### src/pom_defs.svh
// Purpose: offsets, field positions and reset values of the pin mux block
// Assumes: apb with 32-bit data, one aligned word per register
// Notes:   definitions only
`ifndef POM_DEFS_SVH
`define POM_DEFS_SVH

`define POM_CTL_OFFSET    12'h014
`define POM_STATUS_OFFSET 12'h018
`define POM_ENABLE_OFFSET 12'h01C
`define POM_CTL_RESET     8'h00
`define POM_ENABLE_RESET  4'h0
`define POM_SEL_MSB       7
`define POM_SEL_LSB       5
`define POM_SRC_MSB       4
`define POM_SRC_LSB       2
`define POM_VAL_BIT       1
`define POM_EN_BIT        0

`endif

### src/pom_pkg.sv
// Purpose: types of the pin output source mux
// Assumes: four receive ports, one transmit port
// Notes:   constants live in pom_defs.svh
package pom_pkg;

  // output source field codes
  typedef enum logic [2:0] {
    POM_SRC_RX0  = 3'h0,
    POM_SRC_RX1  = 3'h1,
    POM_SRC_RX2  = 3'h2,
    POM_SRC_RX3  = 3'h3,
    POM_SRC_DEV  = 3'h4,
    POM_SRC_RES5 = 3'h5,
    POM_SRC_TX0  = 3'h6,
    POM_SRC_RES7 = 3'h7
  } pom_src_t;

  // control register layout
  typedef struct packed {
    logic [2:0] output_signal_select;
    pom_src_t   output_source_select;
    logic       local_output_value;
    logic       output_driver_enable;
  } pom_ctl_t;

  // per receive port status
  typedef struct packed {
    logic [3:0] remote_pin;
    logic       lock;
    logic       pass;
    logic       frame_valid;
    logic       line_valid;
  } pom_rx_t;

  // transmit port status
  typedef struct packed {
    logic pass_and;
    logic pass_or;
    logic frame_active;
    logic line_active;
    logic synced;
    logic tx_irq;
  } pom_tx_t;

endpackage : pom_pkg

### src/pom_top.sv
// Purpose: output source multiplexer and driver enable for pin four
// Assumes: status inputs arrive from other domains or pins
// Notes:   a status change reaches the pin three edges later
// Functional notes
// - bits 4:2 pick rx port 0-3, device status 100, tx port 110
// - rx source, select 000-011 drives that port's remote pin 0-3
// - rx source, select 100 lock, 101 pass, 110 frame, 111 line valid
// - device source, 000 local value, 001 OR of enabled rx locks
// - device source, 011 AND of enabled rx pass indications
// - device source, 010 AND of enabled rx lock indications
// - device source, 100 frame sync pulse, 101-111 reserved
// - tx source, 000 AND and 001 OR of selected rx pass status
// - tx source, 010 frame, 011 line, 100 synced, 101 tx interrupt
// - bit 1 holds local value, driven when selected
// - driver enabled only when bit 0 is one
`timescale 1ns/1ps
`default_nettype none
`include "pom_defs.svh"
module pom_top (
  // clock and reset
  input  wire logic            clk_i,
  input  wire logic            rst_b_i,
  // apb slave
  input  wire logic            psel,
  input  wire logic            penable,
  input  wire logic            pwrite,
  input  wire logic [11:0]     paddr,
  input  wire logic [31:0]     pwdata,
  input  wire logic [3:0]      pstrb,
  output var  logic [31:0]     prdata,
  output logic                 pready,
  output logic                 pslverr,
  // status sources
  input  wire pom_pkg::pom_rx_t rx_stat_i [4],
  input  wire pom_pkg::pom_tx_t tx_stat_i,
  input  wire logic            frame_sync_pulse_i,
  // pin
  output var  logic            general_pin_four_o,
  output var  logic            general_pin_four_oe_o
);

  // reset release through two flops
  logic rst_s1_r;
  logic rst_b_r;
  always_ff @(posedge clk_i or negedge rst_b_i) begin
    if (!rst_b_i) begin
      rst_s1_r <= 1'b0;
      rst_b_r  <= 1'b0;
    end else begin
      rst_s1_r <= 1'b1;
      rst_b_r  <= rst_s1_r;
    end
  end

  // bring every status input into the clock domain
  logic [31:0] rx_raw;
  logic [31:0] rx_syn;
  logic [5:0]  tx_syn;
  logic        fs_syn;
  pom_pkg::pom_rx_t rx_s [4];
  pom_pkg::pom_tx_t tx_s;
  assign rx_raw = {rx_stat_i[3], rx_stat_i[2], rx_stat_i[1], rx_stat_i[0]};
  pom_sync #(.W(39)) u_sync (
    .clk_i   (clk_i),
    .rst_b_i (rst_b_r),
    .d_i     ({rx_raw, tx_stat_i, frame_sync_pulse_i}),
    .q_o     ({rx_syn, tx_syn, fs_syn})
  );
  assign rx_s[0] = rx_syn[7:0];
  assign rx_s[1] = rx_syn[15:8];
  assign rx_s[2] = rx_syn[23:16];
  assign rx_s[3] = rx_syn[31:24];
  assign tx_s    = tx_syn;

  // bus front end
  logic wr_ctl;
  logic wr_ena;
  logic hit;
  pom_apb u_apb (
    .clk_i    (clk_i),
    .rst_b_i  (rst_b_r),
    .psel     (psel),
    .penable  (penable),
    .pwrite   (pwrite),
    .paddr    (paddr),
    .pstrb    (pstrb),
    .pready   (pready),
    .pslverr  (pslverr),
    .wr_ctl_o (wr_ctl),
    .wr_ena_o (wr_ena),
    .hit_o    (hit)
  );

  // register state
  pom_pkg::pom_ctl_t ctl_r;
  pom_pkg::pom_ctl_t ctl_nxt;
  logic [3:0]        rx_en_r;
  logic [3:0]        rx_en_nxt;
  logic [31:0]       prdata_nxt;
  logic              pin_nxt;
  logic              oe_nxt;
  logic              mux_out;

  // per-port enables for device-wide lock and pass combining
  always_comb begin
    ctl_nxt   = ctl_r;
    rx_en_nxt = rx_en_r;
    if (wr_ctl) begin
      ctl_nxt = pom_pkg::pom_ctl_t'(pwdata[7:0]);
    end
    if (wr_ena) begin
      rx_en_nxt = pwdata[3:0];
    end
  end

  // read mux; status word shows the live pin level and enable
  always_comb begin
    prdata_nxt = prdata;
    if (psel && !penable && !pwrite) begin
      // unmapped reads return zero, never a stale word
      prdata_nxt = 32'h0000_0000;
      if (hit) begin
        case (paddr)
          `POM_CTL_OFFSET:    prdata_nxt = {24'h00_0000, ctl_r};
          `POM_STATUS_OFFSET: prdata_nxt = {30'h0000_0000,
                                            general_pin_four_oe_o,
                                            general_pin_four_o};
          `POM_ENABLE_OFFSET: prdata_nxt = {28'h000_0000, rx_en_r};
          default:            prdata_nxt = 32'h0000_0000;
        endcase
      end
    end
  end

  // and over the enabled ports; an empty set counts as all true
  function automatic logic and_enabled(input logic [3:0] v,
                                       input logic [3:0] en);
    and_enabled = &(v | ~en);
  endfunction : and_enabled

  // combines over enabled ports; empty set gives and=1, or=0
  logic [3:0] lock_v;
  logic [3:0] pass_v;
  always_comb begin
    for (int i = 0; i < 4; i++) begin
      lock_v[i] = rx_s[i].lock;
      pass_v[i] = rx_s[i].pass;
    end
  end

  // source and select decode
  always_comb begin
    mux_out = 1'b0;
    case (ctl_r.output_source_select)
      pom_pkg::POM_SRC_RX0, pom_pkg::POM_SRC_RX1,
      pom_pkg::POM_SRC_RX2, pom_pkg::POM_SRC_RX3: begin
        if (!ctl_r.output_signal_select[2]) begin
          mux_out = rx_s[ctl_r.output_source_select[1:0]]
                      .remote_pin[ctl_r.output_signal_select[1:0]];
        end else begin
          case (ctl_r.output_signal_select[1:0])
            2'h0:    mux_out = rx_s[ctl_r.output_source_select[1:0]].lock;
            2'h1:    mux_out = rx_s[ctl_r.output_source_select[1:0]].pass;
            2'h2:    mux_out =
                       rx_s[ctl_r.output_source_select[1:0]].frame_valid;
            default: mux_out =
                       rx_s[ctl_r.output_source_select[1:0]].line_valid;
          endcase
        end
      end
      pom_pkg::POM_SRC_DEV: begin
        case (ctl_r.output_signal_select)
          3'h0:    mux_out = ctl_r.local_output_value;
          3'h1:    mux_out = |(lock_v & rx_en_r);
          3'h2:    mux_out = and_enabled(lock_v, rx_en_r);
          3'h3:    mux_out = and_enabled(pass_v, rx_en_r);
          3'h4:    mux_out = fs_syn;
          default: mux_out = 1'b0;
        endcase
      end
      pom_pkg::POM_SRC_TX0: begin
        case (ctl_r.output_signal_select)
          3'h0:    mux_out = tx_s.pass_and;
          3'h1:    mux_out = tx_s.pass_or;
          3'h2:    mux_out = tx_s.frame_active;
          3'h3:    mux_out = tx_s.line_active;
          3'h4:    mux_out = tx_s.synced;
          3'h5:    mux_out = tx_s.tx_irq;
          default: mux_out = 1'b0;
        endcase
      end
      default: mux_out = 1'b0;
    endcase
  end

  // pin level and driver enable, registered for clean outputs
  always_comb begin
    pin_nxt = mux_out;
    oe_nxt  = ctl_r.output_driver_enable;
  end

  // registers; reset gives disabled pin, rx port 0 pin 0
  always_ff @(posedge clk_i or negedge rst_b_r) begin
    if (!rst_b_r) begin
      ctl_r                 <= pom_pkg::pom_ctl_t'(`POM_CTL_RESET);
      rx_en_r               <= `POM_ENABLE_RESET;
      prdata                <= 32'h0000_0000;
      general_pin_four_o    <= 1'b0;
      general_pin_four_oe_o <= 1'b0;
    end else begin
      ctl_r                 <= ctl_nxt;
      rx_en_r               <= rx_en_nxt;
      prdata                <= prdata_nxt;
      general_pin_four_o    <= pin_nxt;
      general_pin_four_oe_o <= oe_nxt;
    end
  end

endmodule : pom_top
`default_nettype wire

### src/pom_sync.sv
// Purpose: two-flop synchroniser for a bus of levels
// Assumes: asynchronous sources, levels only
// Notes:   first stage is read only by the second
`timescale 1ns/1ps
`default_nettype none
module pom_sync #(
  parameter int W = 1
) (
  // clock and reset
  input  wire logic         clk_i,
  input  wire logic         rst_b_i,
  // data
  input  wire logic [W-1:0] d_i,
  output var  logic [W-1:0] q_o
);
  logic [W-1:0] meta_r;

  // two stages, reset to zero
  always_ff @(posedge clk_i or negedge rst_b_i) begin
    if (!rst_b_i) begin
      meta_r <= '0;
      q_o    <= '0;
    end else begin
      meta_r <= d_i;
      q_o    <= meta_r;
    end
  end
endmodule : pom_sync
`default_nettype wire

### src/pom_apb.sv
// Purpose: apb slave front end, zero wait states
// Assumes: master holds request until pready sampled high
// Notes:   unmapped addresses answer pslverr, read as zero
`timescale 1ns/1ps
`default_nettype none
`include "pom_defs.svh"
module pom_apb (
  // clock and reset
  input  wire logic        clk_i,
  input  wire logic        rst_b_i,
  // apb
  input  wire logic        psel,
  input  wire logic        penable,
  input  wire logic        pwrite,
  input  wire logic [11:0] paddr,
  input  wire logic [3:0]  pstrb,
  output logic             pready,
  output logic             pslverr,
  // register side
  output logic             wr_ctl_o,
  output logic             wr_ena_o,
  output logic             hit_o
);
  logic access;
  logic setup;
  logic pready_nxt;
  logic pslverr_nxt;

  // access phase completes in one cycle
  assign access   = psel & penable;
  assign setup    = psel & ~penable;
  assign hit_o    = (paddr == `POM_CTL_OFFSET) |
                    (paddr == `POM_STATUS_OFFSET) |
                    (paddr == `POM_ENABLE_OFFSET);

  // answer decided at the setup edge, so it comes from a flop and
  // stands through the whole access phase, dropping right after it
  always_comb begin
    pready_nxt  = setup;
    pslverr_nxt = setup & ~hit_o;
  end

  // answer registers
  always_ff @(posedge clk_i or negedge rst_b_i) begin
    if (!rst_b_i) begin
      pready  <= 1'b0;
      pslverr <= 1'b0;
    end else begin
      pready  <= pready_nxt;
      pslverr <= pslverr_nxt;
    end
  end
  // only byte lane 0 carries register bits
  assign wr_ctl_o = access & pwrite & pstrb[0] &
                    (paddr == `POM_CTL_OFFSET);
  assign wr_ena_o = access & pwrite & pstrb[0] &
                    (paddr == `POM_ENABLE_OFFSET);
endmodule : pom_apb
`default_nettype wire

### config.mk
export PLATFORM = sky130hd
export DESIGN_NAME = pom_top
export DESIGN_NICKNAME = d
export VERILOG_FILES = /design/src/pom_pkg.sv /design/src/pom_top.sv /design/src/pom_sync.sv /design/src/pom_apb.sv
export VERILOG_INCLUDE_DIRS = /design/src
export SDC_FILE = /design/constraint.sdc
export NUM_CORES = 1
export LEC_CHECK = 0
export BUFFER_PORTS_ARGS = -buffer_cell sky130_fd_sc_hd__clkbuf_2
export CAP_MARGIN = 30
export CORE_AREA = 2 2 90 92
export DETAILED_ROUTE_END_ITERATION = 12
export DIE_AREA = 0 0 92 94
export PLACE_DENSITY = 0.78
export SLEW_MARGIN = 15
export SYNTH_ARGS = -nofsm -noshare
export SYNTH_HDL_FRONTEND = slang
export SYNTH_SLANG_ARGS = --single-unit
export TNS_END_PERCENT = 20
### constraint.sdc
create_clock -name clk_i -period 3.8 [get_ports clk_i]
set_clock_uncertainty 0.1 [all_clocks]
set_input_delay 0.57 -clock clk_i [delete_from_list [all_inputs] [get_ports clk_i]]
set_output_delay 0.57 -clock clk_i [all_outputs]
set_load 0.02 [all_outputs]
Word level (Yosys, flattened, before mapping)
Index checks and enable logic that the tools add are counted.
- bits in registers: 128
- word-level logic and storage cells: 70
- input bits: 92
- reduce and logical (&&, ||, !) cells: 11
- bitwise logic cells: 16
- equality and inequality tests: 15
- magnitude comparators: 2
- multiplexer cells: 12
- operators by type and width (cell ; count):
    == test 12 x 5 -> 1 bit (second input constant) ; 3
    2-to-1 mux 8 bit ; 3
    case mux 8 bit (3 select lines) ; 1
    binary-select mux 8 bit (select 2 bit) ; 1
    == test 3 x 2 -> 1 bit (second input constant) ; 4
    == test 3 bit (second input constant) ; 4
    OR 4 bit ; 2
    AND reduction 4 bit ; 2
    OR reduction 4 bit ; 2
    AND 1 bit ; 7
    == test 3 x 1 -> 1 bit (second input constant) ; 2
    logical NOT 3 bit ; 2
    case mux 1 bit (3 select lines) ; 2
    case mux 1 bit (6 select lines) ; 1
    case mux 1 bit (5 select lines) ; 1
    AND 4 bit ; 1
    inverter 4 bit ; 1
    greater-or-equal comparator 3 bit (second input constant) ; 1
    < comparator 2 x 3 -> 1 bit (second input constant) ; 1
    inverter 2 -> 3 bit ; 1
    binary-select mux 1 bit (select 2 bit) ; 1
    == test 2 x 1 -> 1 bit (second input constant) ; 1
    == test 2 bit (second input constant) ; 1
    logical AND 1 bit ; 2
    5 further kinds ; 9

Logic depth before layout (Yosys ltp)
Gate-level depths: netlist of the first run.
- depth in word-level cells: 8
- gate-level depth with buffers: 6

Modules after synthesis
Synthesis of the first run repeated with hierarchy kept, for this count alone.
- cell total of the unflattened synthesis: 247
- area total of the unflattened synthesis: 3774.9 um2
- modules (own cells, without submodules) (module ; times used ; seq. area each (um2) ; area each (um2) ; cells each):
    pom_sync ; 1 ; 1951.9 ; 1951.9 ; 78
    pom_top ; 1 ; 600.6 ; 1667.8 ; 154
    pom_apb ; 1 ; 50.0 ; 155.1 ; 15

Least setup slack after synthesis of the first run
OpenSTA, ideal clock, no wires.
- path type: input to register
- start point: input port paddr[1]
- end point: register ctl_r[1] in the netlist's numbering
- required time: 3575 ps
- data arrival time: 1787 ps
- cell stages on the path: 4
- setup slack: 1788 ps
- setup time: 125 ps
- path through: nor4b_2 -> nand3_2 -> nor3b_4 -> mux2_2
- cells in the longest elaborated chain, start to end: 2
- RTL lines (item ; line ; source):
    start: declaration ; pom_top.sv:27 ; input wire logic [11:0] paddr,
    == test 12 x 5 -> 1 bit (no line) ; n/a ;
    AND 1 bit ; pom_apb.sv:54 ; assign wr_ctl_o = access & pwrite & pstrb[0] &
    end signal: assignment ; pom_top.sv:205 ; ctl_r <= pom_pkg::pom_ctl_t'(`POM_CTL_RESET);
    end signal: assignment ; pom_top.sv:211 ; ctl_r <= ctl_nxt;
    end: declaration ; pom_top.sv:95 ; pom_pkg::pom_ctl_t ctl_r;
Every way passes these cells.
A chain may end at the register's enable or synchronous reset.

Worst setup path after layout of the first run
- start point: register ctl_r[2] in the netlist's numbering
- end point: register general_pin_four_o
- cells in the longest elaborated chain, start to end: 8
- elaborated cells between the ends (all ways): 16
- classes of those cells: eq/ne: 5; mux: 8; bitwise: 1; reduce/logical: 2
- RTL lines (item ; line ; source):
    inverter 2 -> 3 bit (implied by the code) ; n/a ;
    binary-select mux 8 bit (select 2 bit) ; n/a ;
    2-to-1 mux 8 bit (implied by the code) (2 in a row) ; pom_top.sv:167 ; rx_s[ctl_r.output_source_select[1:0]].line_valid;
    binary-select mux 1 bit (select 2 bit) ; pom_top.sv:158 ; mux_out = rx_s[ctl_r.output_source_select[1:0]]
    2-to-1 mux 1 bit (implied by the code) ; pom_top.sv:158 ;
    2-to-1 mux 1 bit ; pom_top.sv:157 ; if (!ctl_r.output_signal_select[2]) begin
    case mux 1 bit (3 select lines) * ; pom_top.sv:154 ; case (ctl_r.output_source_select)
    net mux_out ; pom_top.sv:102 ; logic mux_out;
    end signal: assignment ; pom_top.sv:214 ; general_pin_four_o <= pin_nxt;
    end: declaration ; pom_top.sv:38 ; output var logic general_pin_four_o,
The timed path passes the listed nets; every way through them passes the cells marked *. The select of a mux whose other input is x is not followed.

==> out/qor.json, run 1 <==
{
  "run_status": "complete, no violations",
  "grt_usage_pct": 14.2,
  "yosys.area_share.simple_pct": 7.39,
  "floorplan.initialDensity_pct": 48.7,
  "ff_latch_area_um2": 2610,
  "number_of_synthesized_register_bits": 104,
  "netlist.top_cell.by_area": "sky130_fd_sc_hd__dfrtp_1",
  "design.die.area_um2": 8650,
  "postSynthCellCount": 242,
  "critical_path.most_common_cell": "sky130_fd_sc_hd__nor2_1",
  "synth_fa_ha_area_share_pct": 0,
  "drtAntennaViolNets": 0,
  "synth_mux_area_share_pct": 10.4,
  "clock_insertion_delay_worst_skew_ps": 360,
  "clk_transition_reported_paths_ps": 100,
  "ctsResizeCount": 0,
  "place.detailed.instances": 412,
  "path_delay_family": "flip-flops",
  "io_pins": 128,
  "layout.filler_cells": 640,
  "clk_root_buffer_cell": "sky130_fd_sc_hd__clkbuf_8",
  "antennaDiodeCount": 0,
  "buffer_ports.inserted": 76,
  "compound_cell_area_share_of_the_yosys_netlist_pct": 4.83,
  "synth_async_sr_flop_share_pct": 100,
  "power_switching_share_pct": 23.8,
  "grt_pass1_wl_mm": 9.33,
  "htreeDepth": 3,
  "seq_area_frac_synth_pct": 70.2,
  "cts_inserted_buffers": 9,
  "rows": 32,
  "hold_viol_final": 0,
  "netlist.area_leader.share_pct": 70.2,
  "dr_wl_met2_mm": 2.85,
  "ys.warnings.count": 0,
  "period_share_pct": 54.2,
  "detailed_route_iter0_violations": 70,
  "initial_antenna_violation_count": 0,
  "actual_transition_at_the_worst_max_transition_pin_ps": 617,
  "die_x_um": 92,
  "clock_sink_count": 104,
  "combinational_family_with_the_most_area_after_synthesis": "multiplexers",
  "setup.worst_path.end_class": "register",
  "crit_buf_inv": 0,
  "grt_pass1_vias": 2011,
  "worst-endpoint-required_ps": 3920,
  "maxSlewViolCount": 0,
  "routed-wl-met3_um": 292,
  "timing.setup.tns_ps": 0,
  "max_freq_ghz": 0.486,
  "finalSetupViolations": 0,
  "multi_input_area_um2": 933,
  "pwr-share-comb_pct": 5.4,
  "synth.top_cells.by_area": "sky130_fd_sc_hd__dfrtp_1, sky130_fd_sc_hd__mux4_2, sky130_fd_sc_hd__buf_4",
  "power-per-cell-area_nw_per_um2": 442,
  "synth_edf_count": 0,
  "post-route-min-period_ps": 2060,
  "routed_wl_mm": 5.53,
  "synthesis.area_um2": 3710,
  "worst-path-max-fanout": 11,
  "xor_xnor_share_of_the_synthesized_area_pct": 0,
  "synthFlopType": "sky130_fd_sc_hd__dfrtp_1",
  "num-nets-final": 415,
  "gp_congestion": 0.799,
  "core-area_um2": 7610,
  "areaGrowthSynthToFinish_pct": 15.6,
  "tritoncts": "yes",
  "fin_util_pct": 56.3,
  "holdCritPathClass": "reg2async",
  "slew_headroom_pct": 58.9,
  "count_of_buffers_added_by_post_cts_timing_repair_for_setup": 0,
  "layout-drive-gt1-share_pct": 36.9,
  "routedLengthMet1_mm": 2.32,
  "layoutNonFillerInstCount": 430,
  "power.share.sequential_pct": 61.8,
  "drt-pass1-iter-count": 4,
  "yosysUniqueCellTypes": 36,
  "global_route.overflow_total": 0,
  "worst_path_class_setup": "reg2reg",
  "maxCapViolations": 0,
  "critical_path.startpoint_type": "register",
  "timing.critical_path.slowest_stage_cell": "sky130_fd_sc_hd__dfrtp_1",
  "via_per_inst": 4.50,
  "power_leakage_nw": 2.04,
  "p_int_mw": 1.44,
  "crit_chain": "mux4_2, nor2_1, nor2_1, o311ai_1, o21ai_0",
  "cts-root-to-sink-buffers": 2,
  "post-dp-hpwl_mm": 4.12,
  "grt_setup_unrepaired": "no",
  "syn_avg_cell_area_um2": 15.3,
  "remaining_drc_errors": 0,
  "die_height_um": 94,
  "ir_drop_v": 0.000310,
  "grt_start_max_net_pins": 77,
  "switchingPower_mw": 0.450,
  "crit_path_max_incr_delay_ps": 750,
  "clockPowerShare_pct": 32.9,
  "highest-signal-layer": "met4",
  "routedWlPerCell_um": 12.9,
  "vias": 1934,
  "crit_arrival_ps": 2180
}
## path summary, 6_finish.rpt
check                                          end          from  slack, ps  cells past startpoint
max in group asynchronous        u_sync.meta_r[14]       rst_b_r       2770                      1
worst max-delay path            general_pin_four_o      ctl_r[2]       1740                      5
worst min-delay path                u_sync.q_o[10]       rst_b_r        160                      0
worst max register to register  general_pin_four_o      ctl_r[2]       1740                      5
worst min register to register      u_sync.q_o[10]       rst_b_r        160                      0
min in group clk_i                u_sync.meta_r[6]  tx_stat_i[5]        210                      1
## routing by layer
layer	global-route usage [%]	vias to the layer above
met3	3.45	7
met1	17.7	923
met4	6.34	0
met2	23.8	61
met5	0	-
li1	-	943
## through the flow
step           setup WS (ps)  hold slack, ps  cell area (um^2)  power, mW
6_report                1740             158              4290       1.89
3_5_place_dp            1530             235              4070       1.29
3_3_place_gp            1530             234              4070       1.29
4_1_cts                 1690             188              4270       1.91
5_1_grt                 1520             178              4290       1.99
2_1_floorplan            588             174              3790       1.26
## flip-flops by register name, summed over array words and instances, names as in the netlist
register,cells
oe_nxt,1
general_pin_four_o,1
general_pin_four_oe_o,1
rst_b_r,1
u_sync.meta_r,39
rx_en_r,4
u_apb.pready,1
u_apb.pslverr,1
u_sync.q_o,39
prdata,8
ctl_r,7
rst_s1_r,1
## synth_stat cells (2+ instances only)
cell type / n
sky130_fd_sc_hd__nor2b_1: 3
sky130_fd_sc_hd__o2111ai_1: 2
sky130_fd_sc_hd__mux2_2: 11
sky130_fd_sc_hd__nor2_1: 9
sky130_fd_sc_hd__nand4_1: 2
sky130_fd_sc_hd__clkbuf_1: 3
sky130_fd_sc_hd__o31ai_1: 4
sky130_fd_sc_hd__mux2i_1: 6
sky130_fd_sc_hd__a21oi_1: 5
sky130_fd_sc_hd__clkbuf_8: 3
sky130_fd_sc_hd__dfrtp_1: 104
sky130_fd_sc_hd__buf_4: 24
sky130_fd_sc_hd__nand2b_1: 7
sky130_fd_sc_hd__mux4_2: 9
sky130_fd_sc_hd__nand2_1: 18
sky130_fd_sc_hd__inv_1: 4
sky130_fd_sc_hd__o21ai_0: 8
sky130_fd_sc_hd__conb_1: 2
## timing repair
action	in CTS	in global routing
hold endpoints to repair	2	0
setup endpoints to repair	0	0
hold buffers	1	0
## layout by cell type (no fill, tap or decap), types with 2 or more instances in the layout
cell type	Yosys	layout
sky130_fd_sc_hd__clkinvlp_4	0	2
sky130_fd_sc_hd__clkbuf_8	3	9
sky130_fd_sc_hd__mux4_2	9	9
sky130_fd_sc_hd__a21oi_1	5	5
sky130_fd_sc_hd__o31ai_1	4	4
sky130_fd_sc_hd__nor2_1	9	9
sky130_fd_sc_hd__nor2b_1	3	3
sky130_fd_sc_hd__nand2b_1	7	7
sky130_fd_sc_hd__o21ai_0	8	8
sky130_fd_sc_hd__o2111ai_1	2	2
sky130_fd_sc_hd__mux2_2	11	11
sky130_fd_sc_hd__conb_1	2	25
sky130_fd_sc_hd__mux2i_1	6	6
sky130_fd_sc_hd__nand4_1	2	2
sky130_fd_sc_hd__inv_6	0	3
sky130_fd_sc_hd__inv_1	4	4
sky130_fd_sc_hd__dfrtp_1	104	103
sky130_fd_sc_hd__nand2_1	18	18
sky130_fd_sc_hd__clkbuf_2	1	76
## power groups by stage
stage	registers (mW)	logic [mW]	clock network (mW)
after floorplan	1.20	0.0630	0
after global placement	1.20	0.0900	0
after detailed placement	1.20	0.0913	0
after CTS	1.18	0.0923	0.641
after global routing	1.18	0.114	0.697
final	1.17	0.102	0.623
## kinds of logic after synthesis
logic type,count (synthesis)
and+or+nand+nor,47
DFF,104
AOI/OAI and AO/OA,27
buffers and inverters,36
other,2
muxes,26
## layout make-up
class	instances	share of cell area, %
multi-input cells	125	21.8
repair buffers	79	9.75
clock inverters	7	1.43
well taps	102	2.98
flip-flops and latches	104	60.8
inverters	4	0.350
clock buffers	9	2.89
No activity file was read; power rests on OpenSTA's default activity.
==> run 2: changes to the inputs <==
Settings changed: ABC_AREA from default to 1, CORE_AREA 2 2 90 92 to 2 2 97 99, DIE_AREA 0 0 92 94 to 0 0 99 101, PLACE_DENSITY 0.78 to 0.74.
Clock period 3.8 ns to 1.8 ns, I/O delays scaled along.
==> run 2 against run 1 <==
  * Clock-buffer cell count grew 1
  * Setup slack lost 1600 ps
  * Hold slack lost 140 ps
  * Cell count grew 43%
  * Synthesized area grew 5.9%
  * Via count grew 44%
  * Critical path depth grew 1
  * Global-route usage grew 1.7 points
  * Synthesized cell count grew 55%
  * Sequential power grew 110%
==> out/qor.json, run 2 <==
{
  "clock_insertion_delay_worst_skew": {"value": 370, "unit": "ps", "change": "about the same"},
  "buffer_ports.inserted": {"value": 76, "change": "unchanged"},
  "synth_mux_area_share": {"value": 1.34, "unit": "%", "change": "-9.1 points"},
  "hold_viol_final": {"value": 0, "change": "unchanged"},
  "vias": {"value": 2781, "change": "+44%"},
  "maxSlewViolCount": {"value": 0, "change": "unchanged"},
  "mostFrequentLayoutCells": "sky130_fd_sc_hd__dfrtp_1, sky130_fd_sc_hd__nand2_1, sky130_fd_sc_hd__clkbuf_2",
  "number_of_synthesized_register_bits": {"value": 104, "change": "unchanged"},
  "compound_cell_area_share_of_the_yosys_netlist": {"value": 3.19, "unit": "%", "change": "-1.6 points"},
  "worst_setup_slack_final": {"value": 186, "unit": "ps", "change": "-1560 ps"},
  "die_x": {"value": 99, "unit": "um", "change": "+7.6%"},
  "initial_antenna_violation_count": {"value": 0, "change": "unchanged"},
  "remaining_drc_errors": {"value": 0, "change": "unchanged"},
  "minimum_setup_slack_after_placement": {"value": 291, "unit": "ps", "change": "-1230 ps"},
  "ir_drop": {"value": 0.000820, "unit": "V", "change": "+160%"},
  "yosysUniqueCellTypes": {"value": 25, "change": "-31%"},
  "grt_start_max_net_pins": {"value": 46, "change": "-40%"},
  "drtAntennaViolNets": {"value": 0, "change": "unchanged"},
  "cts_inserted_buffers": {"value": 9, "change": "unchanged"},
  "synthesis.area": {"value": 3930, "unit": "um^2", "change": "+5.9%"},
  "final_common_cell": "sky130_fd_sc_hd__dfrtp_1",
  "holdCritPathClass": "in2reg",
  "via_per_inst": {"value": 4.52, "change": "+0.54%"},
  "synth_edf_count": {"value": 0, "change": "unchanged"},
  "yosys-top-cells-count": "sky130_fd_sc_hd__dfrtp_1, sky130_fd_sc_hd__nand2_1, sky130_fd_sc_hd__inv_1",
  "combinational_family_with_the_most_area_after_synthesis": "simple AND/OR/NAND/NOR gates",
  "cts-root-to-sink-buffers": {"value": 2, "change": "unchanged"},
  "io_pins": {"value": 128, "change": "unchanged"},
  "synth_most_common_cell": "sky130_fd_sc_hd__dfrtp_1",
  "design.die.area": {"value": 10000, "unit": "um^2", "change": "+16%"},
  "drt-pass1-iter-count": {"value": 4, "change": "unchanged"},
  "htreeDepth": {"value": 3, "change": "unchanged"},
  "run_status": "complete, no violations",
  "timing.setup.tns": {"value": 0, "unit": "ps", "change": "unchanged"},
  "grt_pass1_wl": {"value": 12.2, "unit": "mm", "change": "+31%"},
  "floorplan.initialDensity": {"value": 43.7, "unit": "%", "change": "-5.0 points"},
  "antennaDiodeCount": {"value": 0, "change": "unchanged"},
  "rows": {"value": 35, "change": "+9.4%"},
  "crit_arrival": {"value": 1780, "unit": "ps", "change": "-400 ps"},
  "worst-path-max-fanout": {"value": 12, "change": "+1"},
  "synth.top_cells.by_area": "sky130_fd_sc_hd__dfrtp_1, sky130_fd_sc_hd__nand2_1, sky130_fd_sc_hd__buf_4",
  "grt_usage": {"value": 15.9, "unit": "%", "change": "+1.7 points"},
  "ys.warnings.count": {"value": 0, "change": "unchanged"},
  "seq_area_frac_synth": {"value": 66.3, "unit": "%", "change": "-3.9 points"},
  "period_share_pct": 89.7,
  "gp_congestion": {"value": 0.881, "change": "+10%"},
  "max_freq_ghz": 0.620,
  "post-route-min-period_ps": 1610,
  "clock_sink_count": {"value": 104, "change": "unchanged"},
  "maxCapViolations": {"value": 0, "change": "unchanged"},
  "post-dp-hpwl": {"value": 4.92, "unit": "mm", "change": "+19%"},
  "layout.filler_cells": {"value": 754, "change": "+18%"},
  "postSynthCellCount": {"value": 374, "change": "+55%"},
  "synth_fa_ha_area_share": {"value": 0, "unit": "%", "change": "unchanged"},
  "routed_wl": {"value": 7.21, "unit": "mm", "change": "+30%"},
  "setup.worst_path.end_class": "register",
  "areaGrowthSynthToFinish_pct": 27.0,
  "clk_root_buffer_cell": "sky130_fd_sc_hd__clkbuf_8",
  "syn_avg_cell_area": {"value": 10.5, "unit": "um^2", "change": "-31%"},
  "global_route.overflow_total": {"value": 0, "change": "unchanged"},
  "grt_setup_unrepaired": "no",
  "netlist.area_leader.share": {"value": 66.3, "unit": "%", "change": "-3.9 points"},
  "yosys.area_share.simple": {"value": 19.1, "unit": "%", "change": "+12 points"},
  "tritoncts": "yes",
  "synthFlopType": "sky130_fd_sc_hd__dfrtp_1",
  "routedWlPerCell": {"value": 11.7, "unit": "um", "change": "-8.8%"},
  "netlist.top_cell.by_area": "sky130_fd_sc_hd__dfrtp_1",
  "finalSetupViolations": {"value": 0, "change": "unchanged"},
  "worst-endpoint-required": {"value": 1970, "unit": "ps", "change": "-1950 ps"},
  "layout-drive-gt1-share": {"value": 22.2, "unit": "%", "change": "-15 points"},
  "xor_xnor_share_of_the_synthesized_area": {"value": 0, "unit": "%", "change": "unchanged"},
  "power_leakage": {"value": 2.57, "unit": "nW", "change": "+26%"},
  "detailed_route_iter0_violations": {"value": 136, "change": "+94%"},
  "count_of_buffers_added_by_post_cts_timing_repair_for_setup": {"value": 0, "change": "unchanged"},
  "critical_path.startpoint_type": "primary input",
  "worst_path_class_setup": "in2reg",
  "synth_async_sr_flop_share": {"value": 100, "unit": "%", "change": "unchanged"},
  "num-nets-final": {"value": 591, "change": "+42%"},
  "core-area": {"value": 8980, "unit": "um^2", "change": "+18%"},
  "power-per-cell-area": {"value": 849, "unit": "nW/um^2", "change": "+92%"},
  "grt_pass1_vias": {"value": 2742, "change": "+36%"},
  "die_height": {"value": 101, "unit": "um", "change": "+7.4%"},
  "top_regs": "u_sync.meta_r: 39 flops, u_sync.q_o: 39 flops, prdata: 8 flops",
  "clk_transition_reported_paths": {"value": 100, "unit": "ps", "change": "about the same"}
}
## run 2: what timing repair did
action / in CTS / in global routing
endpoints found under the hold margin: 42 / 0
hold buffers: 41 / 0
gates resized for setup: 0 / 0
## run 2: logic make-up (layout without fill, tap and decap cells)
group,after synthesis,in the layout
muxes,4,4
buffers and inverters,74,181
DFF,104,104
other,2,25
and+or+nand+nor,167,167
AOI/OAI and AO/OA,23,23
## run 2: power by group
part           switching, mW  internal, mW  total [mW]
Combinational          0.159         0.140       0.299
Clock                  0.801         0.668        1.47
Sequential            0.0372          2.43        2.47
## run 2: final timing paths
kind	startpoint	endpoint	slack [ps]	cells after the start
min in group asynchronous	rst_b_i	rst_b_r	110	2
max	penable	ctl_r[5]	190	6
min	psel	u_apb.pready	20	3
max in group asynchronous	rst_b_r	u_sync.q_o[15]	950	1
min reg2reg	rst_b_r	u_sync.meta_r[12]	130	0
max reg2reg	ctl_r[5]	general_pin_four_o	310	10
## run 2: metal layers
metal	up-vias	part of all wire, %	GRT usage (%)
met1	1286	40	18.2
met2	124	51	28.7
met3	15	7.4	4.23
met4	0	1.9	5.69
li1	1356	-	-
met5	-	0	0
## run 2: area by class of cell
| class | count | area [um^2] | area share [%] |
|---|---|---|---|
| Clock buffer | 10 | 128 | 2.56 |
| Clock inverter | 6 | 76.3 | 1.53 |
| Multi-Input combinational cell | 219 | 1020 | 20.5 |
| Sequential cell | 104 | 2610 | 52.3 |
| Inverter | 43 | 164 | 3.29 |
| Tap cell | 111 | 139 | 2.78 |
| Timing Repair Buffer | 122 | 853 | 17.1 |
## run 2: stage by stage
| step | area [um^2] | total power [mW] | hold slack [ps] | util, % | std cells |
|---|---|---|---|---|---|
| after floorplan | 4020 | 2.67 | -126 | - | 397 |
| after global placement | 4370 | 2.74 | -44.4 | 48.7 | 558 |
| after detailed placement | 4370 | 2.74 | -38.2 | 48.7 | 558 |
| after CTS | 4990 | 4.26 | 9.28 | 55.6 | 615 |
| after global routing | 4990 | 4.41 | 10.1 | 55.6 | 615 |
| final | 4990 | 4.23 | 17.6 | 55.6 | 615 |
## run 2: critical path: stages
cell and delay, ps:
sky130_fd_sc_hd__dlygate4sd3_1 530, sky130_fd_sc_hd__clkbuf_2 120, sky130_fd_sc_hd__nand2_1 50, sky130_fd_sc_hd__nor2_1 260
sky130_fd_sc_hd__nand3_4 210, sky130_fd_sc_hd__mux2_4 330
==> run 3: changes to the inputs <==
Settings changed: PLACE_DENSITY 0.74 to 0.75.
==> run 3 against run 2 <==
  * Die area unchanged
  * Clock power increased by 11%
  * Setup slack got worse by 3.3 ps
  * Design area increased by 0.75%
  * Combinational power about the same
  * Non-clock buffer count unchanged
  * Power increased by 3.9%
  * Core utilization increased by 0.42 points
  * Fmax decreased by 0.20%
==> out/qor.json, run 3 (synthesized netlist as in run 2, its figures left out) <==
{
  "run_status": "complete, no violations",
  "die_x": {"value": 99, "unit": "um", "change": "unchanged"},
  "htreeDepth": {"value": 3, "change": "unchanged"},
  "count_of_buffers_added_by_post_cts_timing_repair_for_setup": {"value": 0, "change": "unchanged"},
  "core-area": {"value": 8980, "unit": "um^2", "change": "unchanged"},
  "worst-path-max-fanout": {"value": 12, "change": "unchanged"},
  "mostFrequentLayoutCells": "sky130_fd_sc_hd__dfrtp_1, sky130_fd_sc_hd__nand2_1, sky130_fd_sc_hd__clkbuf_2",
  "finalSetupViolations": {"value": 0, "change": "unchanged"},
  "vias": {"value": 2764, "change": "-0.61%"},
  "grt_pass1_wl": {"value": 12.8, "unit": "mm", "change": "+4.7%"},
  "routed_wl": {"value": 7.48, "unit": "mm", "change": "+3.8%"},
  "clk_root_buffer_cell": "sky130_fd_sc_hd__clkbuf_8",
  "timing.critical_path.slowest_stage_cell": "sky130_fd_sc_hd__dlygate4sd3_1",
  "clock_insertion_delay_worst_skew": {"value": 370, "unit": "ps", "change": "about the same"},
  "post-dp-hpwl": {"value": 4.98, "unit": "mm", "change": "+1.3%"},
  "ir_drop": {"value": 0.000870, "unit": "V", "change": "+6.1%"},
  "die_height": {"value": 101, "unit": "um", "change": "unchanged"},
  "holdCritPathClass": "in2reg",
  "layoutNonFillerInstCount": {"value": 615, "change": "unchanged"},
  "remaining_drc_errors": {"value": 0, "change": "unchanged"},
  "max_freq": {"value": 0.618, "unit": "GHz", "change": "-0.20%"},
  "cts-root-to-sink-buffers": {"value": 2, "change": "unchanged"},
  "floorplan.initialDensity": {"value": 43.7, "unit": "%", "change": "unchanged"},
  "crit_arrival": {"value": 1780, "unit": "ps", "change": "about the same"},
  "worst_path_class_setup": "in2reg",
  "setup.worst_path.end_class": "register",
  "via_per_inst": {"value": 4.49, "change": "-0.61%"},
  "r2r_cells": {"value": 9, "change": "-1"},
  "power_leakage": {"value": 2.59, "unit": "nW", "change": "+0.53%"},
  "post-route-min-period": {"value": 1620, "unit": "ps", "change": "+3.28 ps"},
  "gp_congestion": {"value": 0.831, "change": "-5.7%"},
  "initial_antenna_violation_count": {"value": 0, "change": "unchanged"},
  "worst-endpoint-required": {"value": 1970, "unit": "ps", "change": "about the same"},
  "areaGrowthSynthToFinish_pct": 28.0,
  "layout-drive-gt1-share": {"value": 22.4, "unit": "%", "change": "+0.20 points"},
  "cts_inserted_buffers": {"value": 9, "change": "unchanged"},
  "buffer_ports.inserted": {"value": 76, "change": "unchanged"},
  "rows": {"value": 35, "change": "unchanged"},
  "dpl_cell_area": {"value": 4370, "unit": "um^2", "change": "-0.17%"},
  "worstSetupPathDepth": {"value": 6, "change": "unchanged"},
  "period_share": {"value": 89.9, "unit": "%", "change": "+0.18 points"},
  "place.detailed.instances": {"value": 557, "change": "-0.18%"},
  "worst_hold_startpoint": "pwdata[7]",
  "path_delay_family": "buffers and inverters",
  "detailed_route_iter0_violations": {"value": 166, "change": "+22%"},
  "num-nets-final": {"value": 591, "change": "unchanged"},
  "layout.filler_cells": {"value": 748, "change": "-0.80%"},
  "critical_path.startpoint_type": "primary input",
  "power-per-cell-area": {"value": 876, "unit": "nW/um^2", "change": "+3.2%"},
  "io_pins": {"value": 128, "change": "unchanged"},
  "stdcell_area": {"value": 5020, "unit": "um^2", "change": "+0.75%"},
  "drtAntennaViolNets": {"value": 0, "change": "unchanged"},
  "maxSlewViolCount": {"value": 0, "change": "unchanged"},
  "timing.setup.tns": {"value": 0, "unit": "ps", "change": "unchanged"},
  "reg2reg_from": "ctl_r[6]",
  "tritoncts": "yes",
  "design.die.area": {"value": 10000, "unit": "um^2", "change": "unchanged"},
  "grt_start_max_net_pins": {"value": 47, "change": "+2.2%"},
  "maxCapViolations": {"value": 0, "change": "unchanged"},
  "clk_transition_reported_paths": {"value": 100, "unit": "ps", "change": "about the same"},
  "timing.hold.worst_path_depth": {"value": 2, "change": "-1"},
  "crit_buf_inv": {"value": 2, "change": "unchanged"},
  "top_regs": "u_sync.meta_r: 39 flops, u_sync.q_o: 39 flops, prdata: 8 flops",
  "final.hold.worst_slack": {"value": 31.3, "unit": "ps", "change": "+13.7 ps"},
  "clock_sink_count": {"value": 104, "change": "unchanged"},
  "grt_usage": {"value": 16.7, "unit": "%", "change": "+0.76 points"},
  "crit_path_max_incr_delay": {"value": 520, "unit": "ps", "change": "about the same"},
  "final_common_cell": "sky130_fd_sc_hd__dfrtp_1",
  "global_route.overflow_total": {"value": 0, "change": "unchanged"},
  "antennaDiodeCount": {"value": 0, "change": "unchanged"},
  "drt-pass1-iter-count": {"value": 4, "change": "unchanged"},
  "hold_viol_final": {"value": 0, "change": "unchanged"},
  "startpoint": "penable",
  "routedWlPerCell": {"value": 12.2, "unit": "um", "change": "+3.8%"},
  "crit_chain": "dlygate4sd3_1, clkbuf_2, nand2_1, nor2_1, nand3_4, mux2_4",
  "grt_pass1_vias": {"value": 2819, "change": "+2.8%"},
  "grt_setup_unrepaired": "no"
}
==> run 3: cell count changes in the layout (fill, tap and decap cells not counted) <==
cell	delta
sky130_fd_sc_hd__clkbuf_1	-1
sky130_fd_sc_hd__dfrtp_2	+1
sky130_fd_sc_hd__inv_6	-1
sky130_fd_sc_hd__dfrtp_1	-1
sky130_fd_sc_hd__clkinv_8	+1
sky130_fd_sc_hd__buf_4	-1
sky130_fd_sc_hd__bufinv_16	+1
sky130_fd_sc_hd__dlygate4sd3_1	+1
==> run 3: per-stage QoR <==
stage	setup WS (ps)	utilization, %	total power [mW]
final	183	56.0	4.40
after global routing	97.8	56.0	4.60
after CTS	179	56.0	4.44
after detailed placement	217	48.6	2.74
after global placement	253	48.6	2.74
after floorplan	443	-	2.67
==> run 3: final cells by class <==
class / instances / area (um^2) / area share, %
Timing Repair Buffer: 122 / 856 / 17.0
Clock buffer: 9 / 124 / 2.47
Sequential cell: 104 / 2610 / 51.9
Clock inverter: 7 / 114 / 2.27
Multi-Input combinational cell: 219 / 1020 / 20.3
Tap cell: 111 / 139 / 2.76
Inverter: 43 / 164 / 3.26
==> run 3: worst reg2reg max path, delay by kind of cell (launching register included) <==
family | cells | cell delay, ps
simple gates | 8 | 860
flops | 1 | 470
buf+inv | 1 | 40
==> run 3: final timing paths <==
check | end | slack (ps)
worst max-delay path | ctl_r[5] | 180
worst min register to register | u_sync.meta_r[28] | 130
min in group asynchronous | rst_b_r | 120
max in group asynchronous | ctl_r[2] | 930
worst min-delay path | ctl_r[7] | 30
worst max register to register | general_pin_four_o | 270
==> run 3: repair_timing <==
item	4_1_cts	5_1_grt
hold buffers	42	0
endpoints found under the hold margin	42	0
setup endpoints to repair	0	1
resized for setup	0	1
==> run 3: per-layer routing <==
metal	vias up	GRT usage [%]	routed length (um)
met2	99	29.8	3870
met3	9	5.34	492
met5	-	0	0
met1	1298	19.1	3020
li1	1358	-	-
met4	0	4.85	98
==> run 3: where the power goes <==
group | switching (mW) | internal (mW) | total (mW)
sequential | 0.0377 | 2.43 | 2.47
combinational | 0.161 | 0.141 | 0.302
clock | 0.818 | 0.813 | 1.63
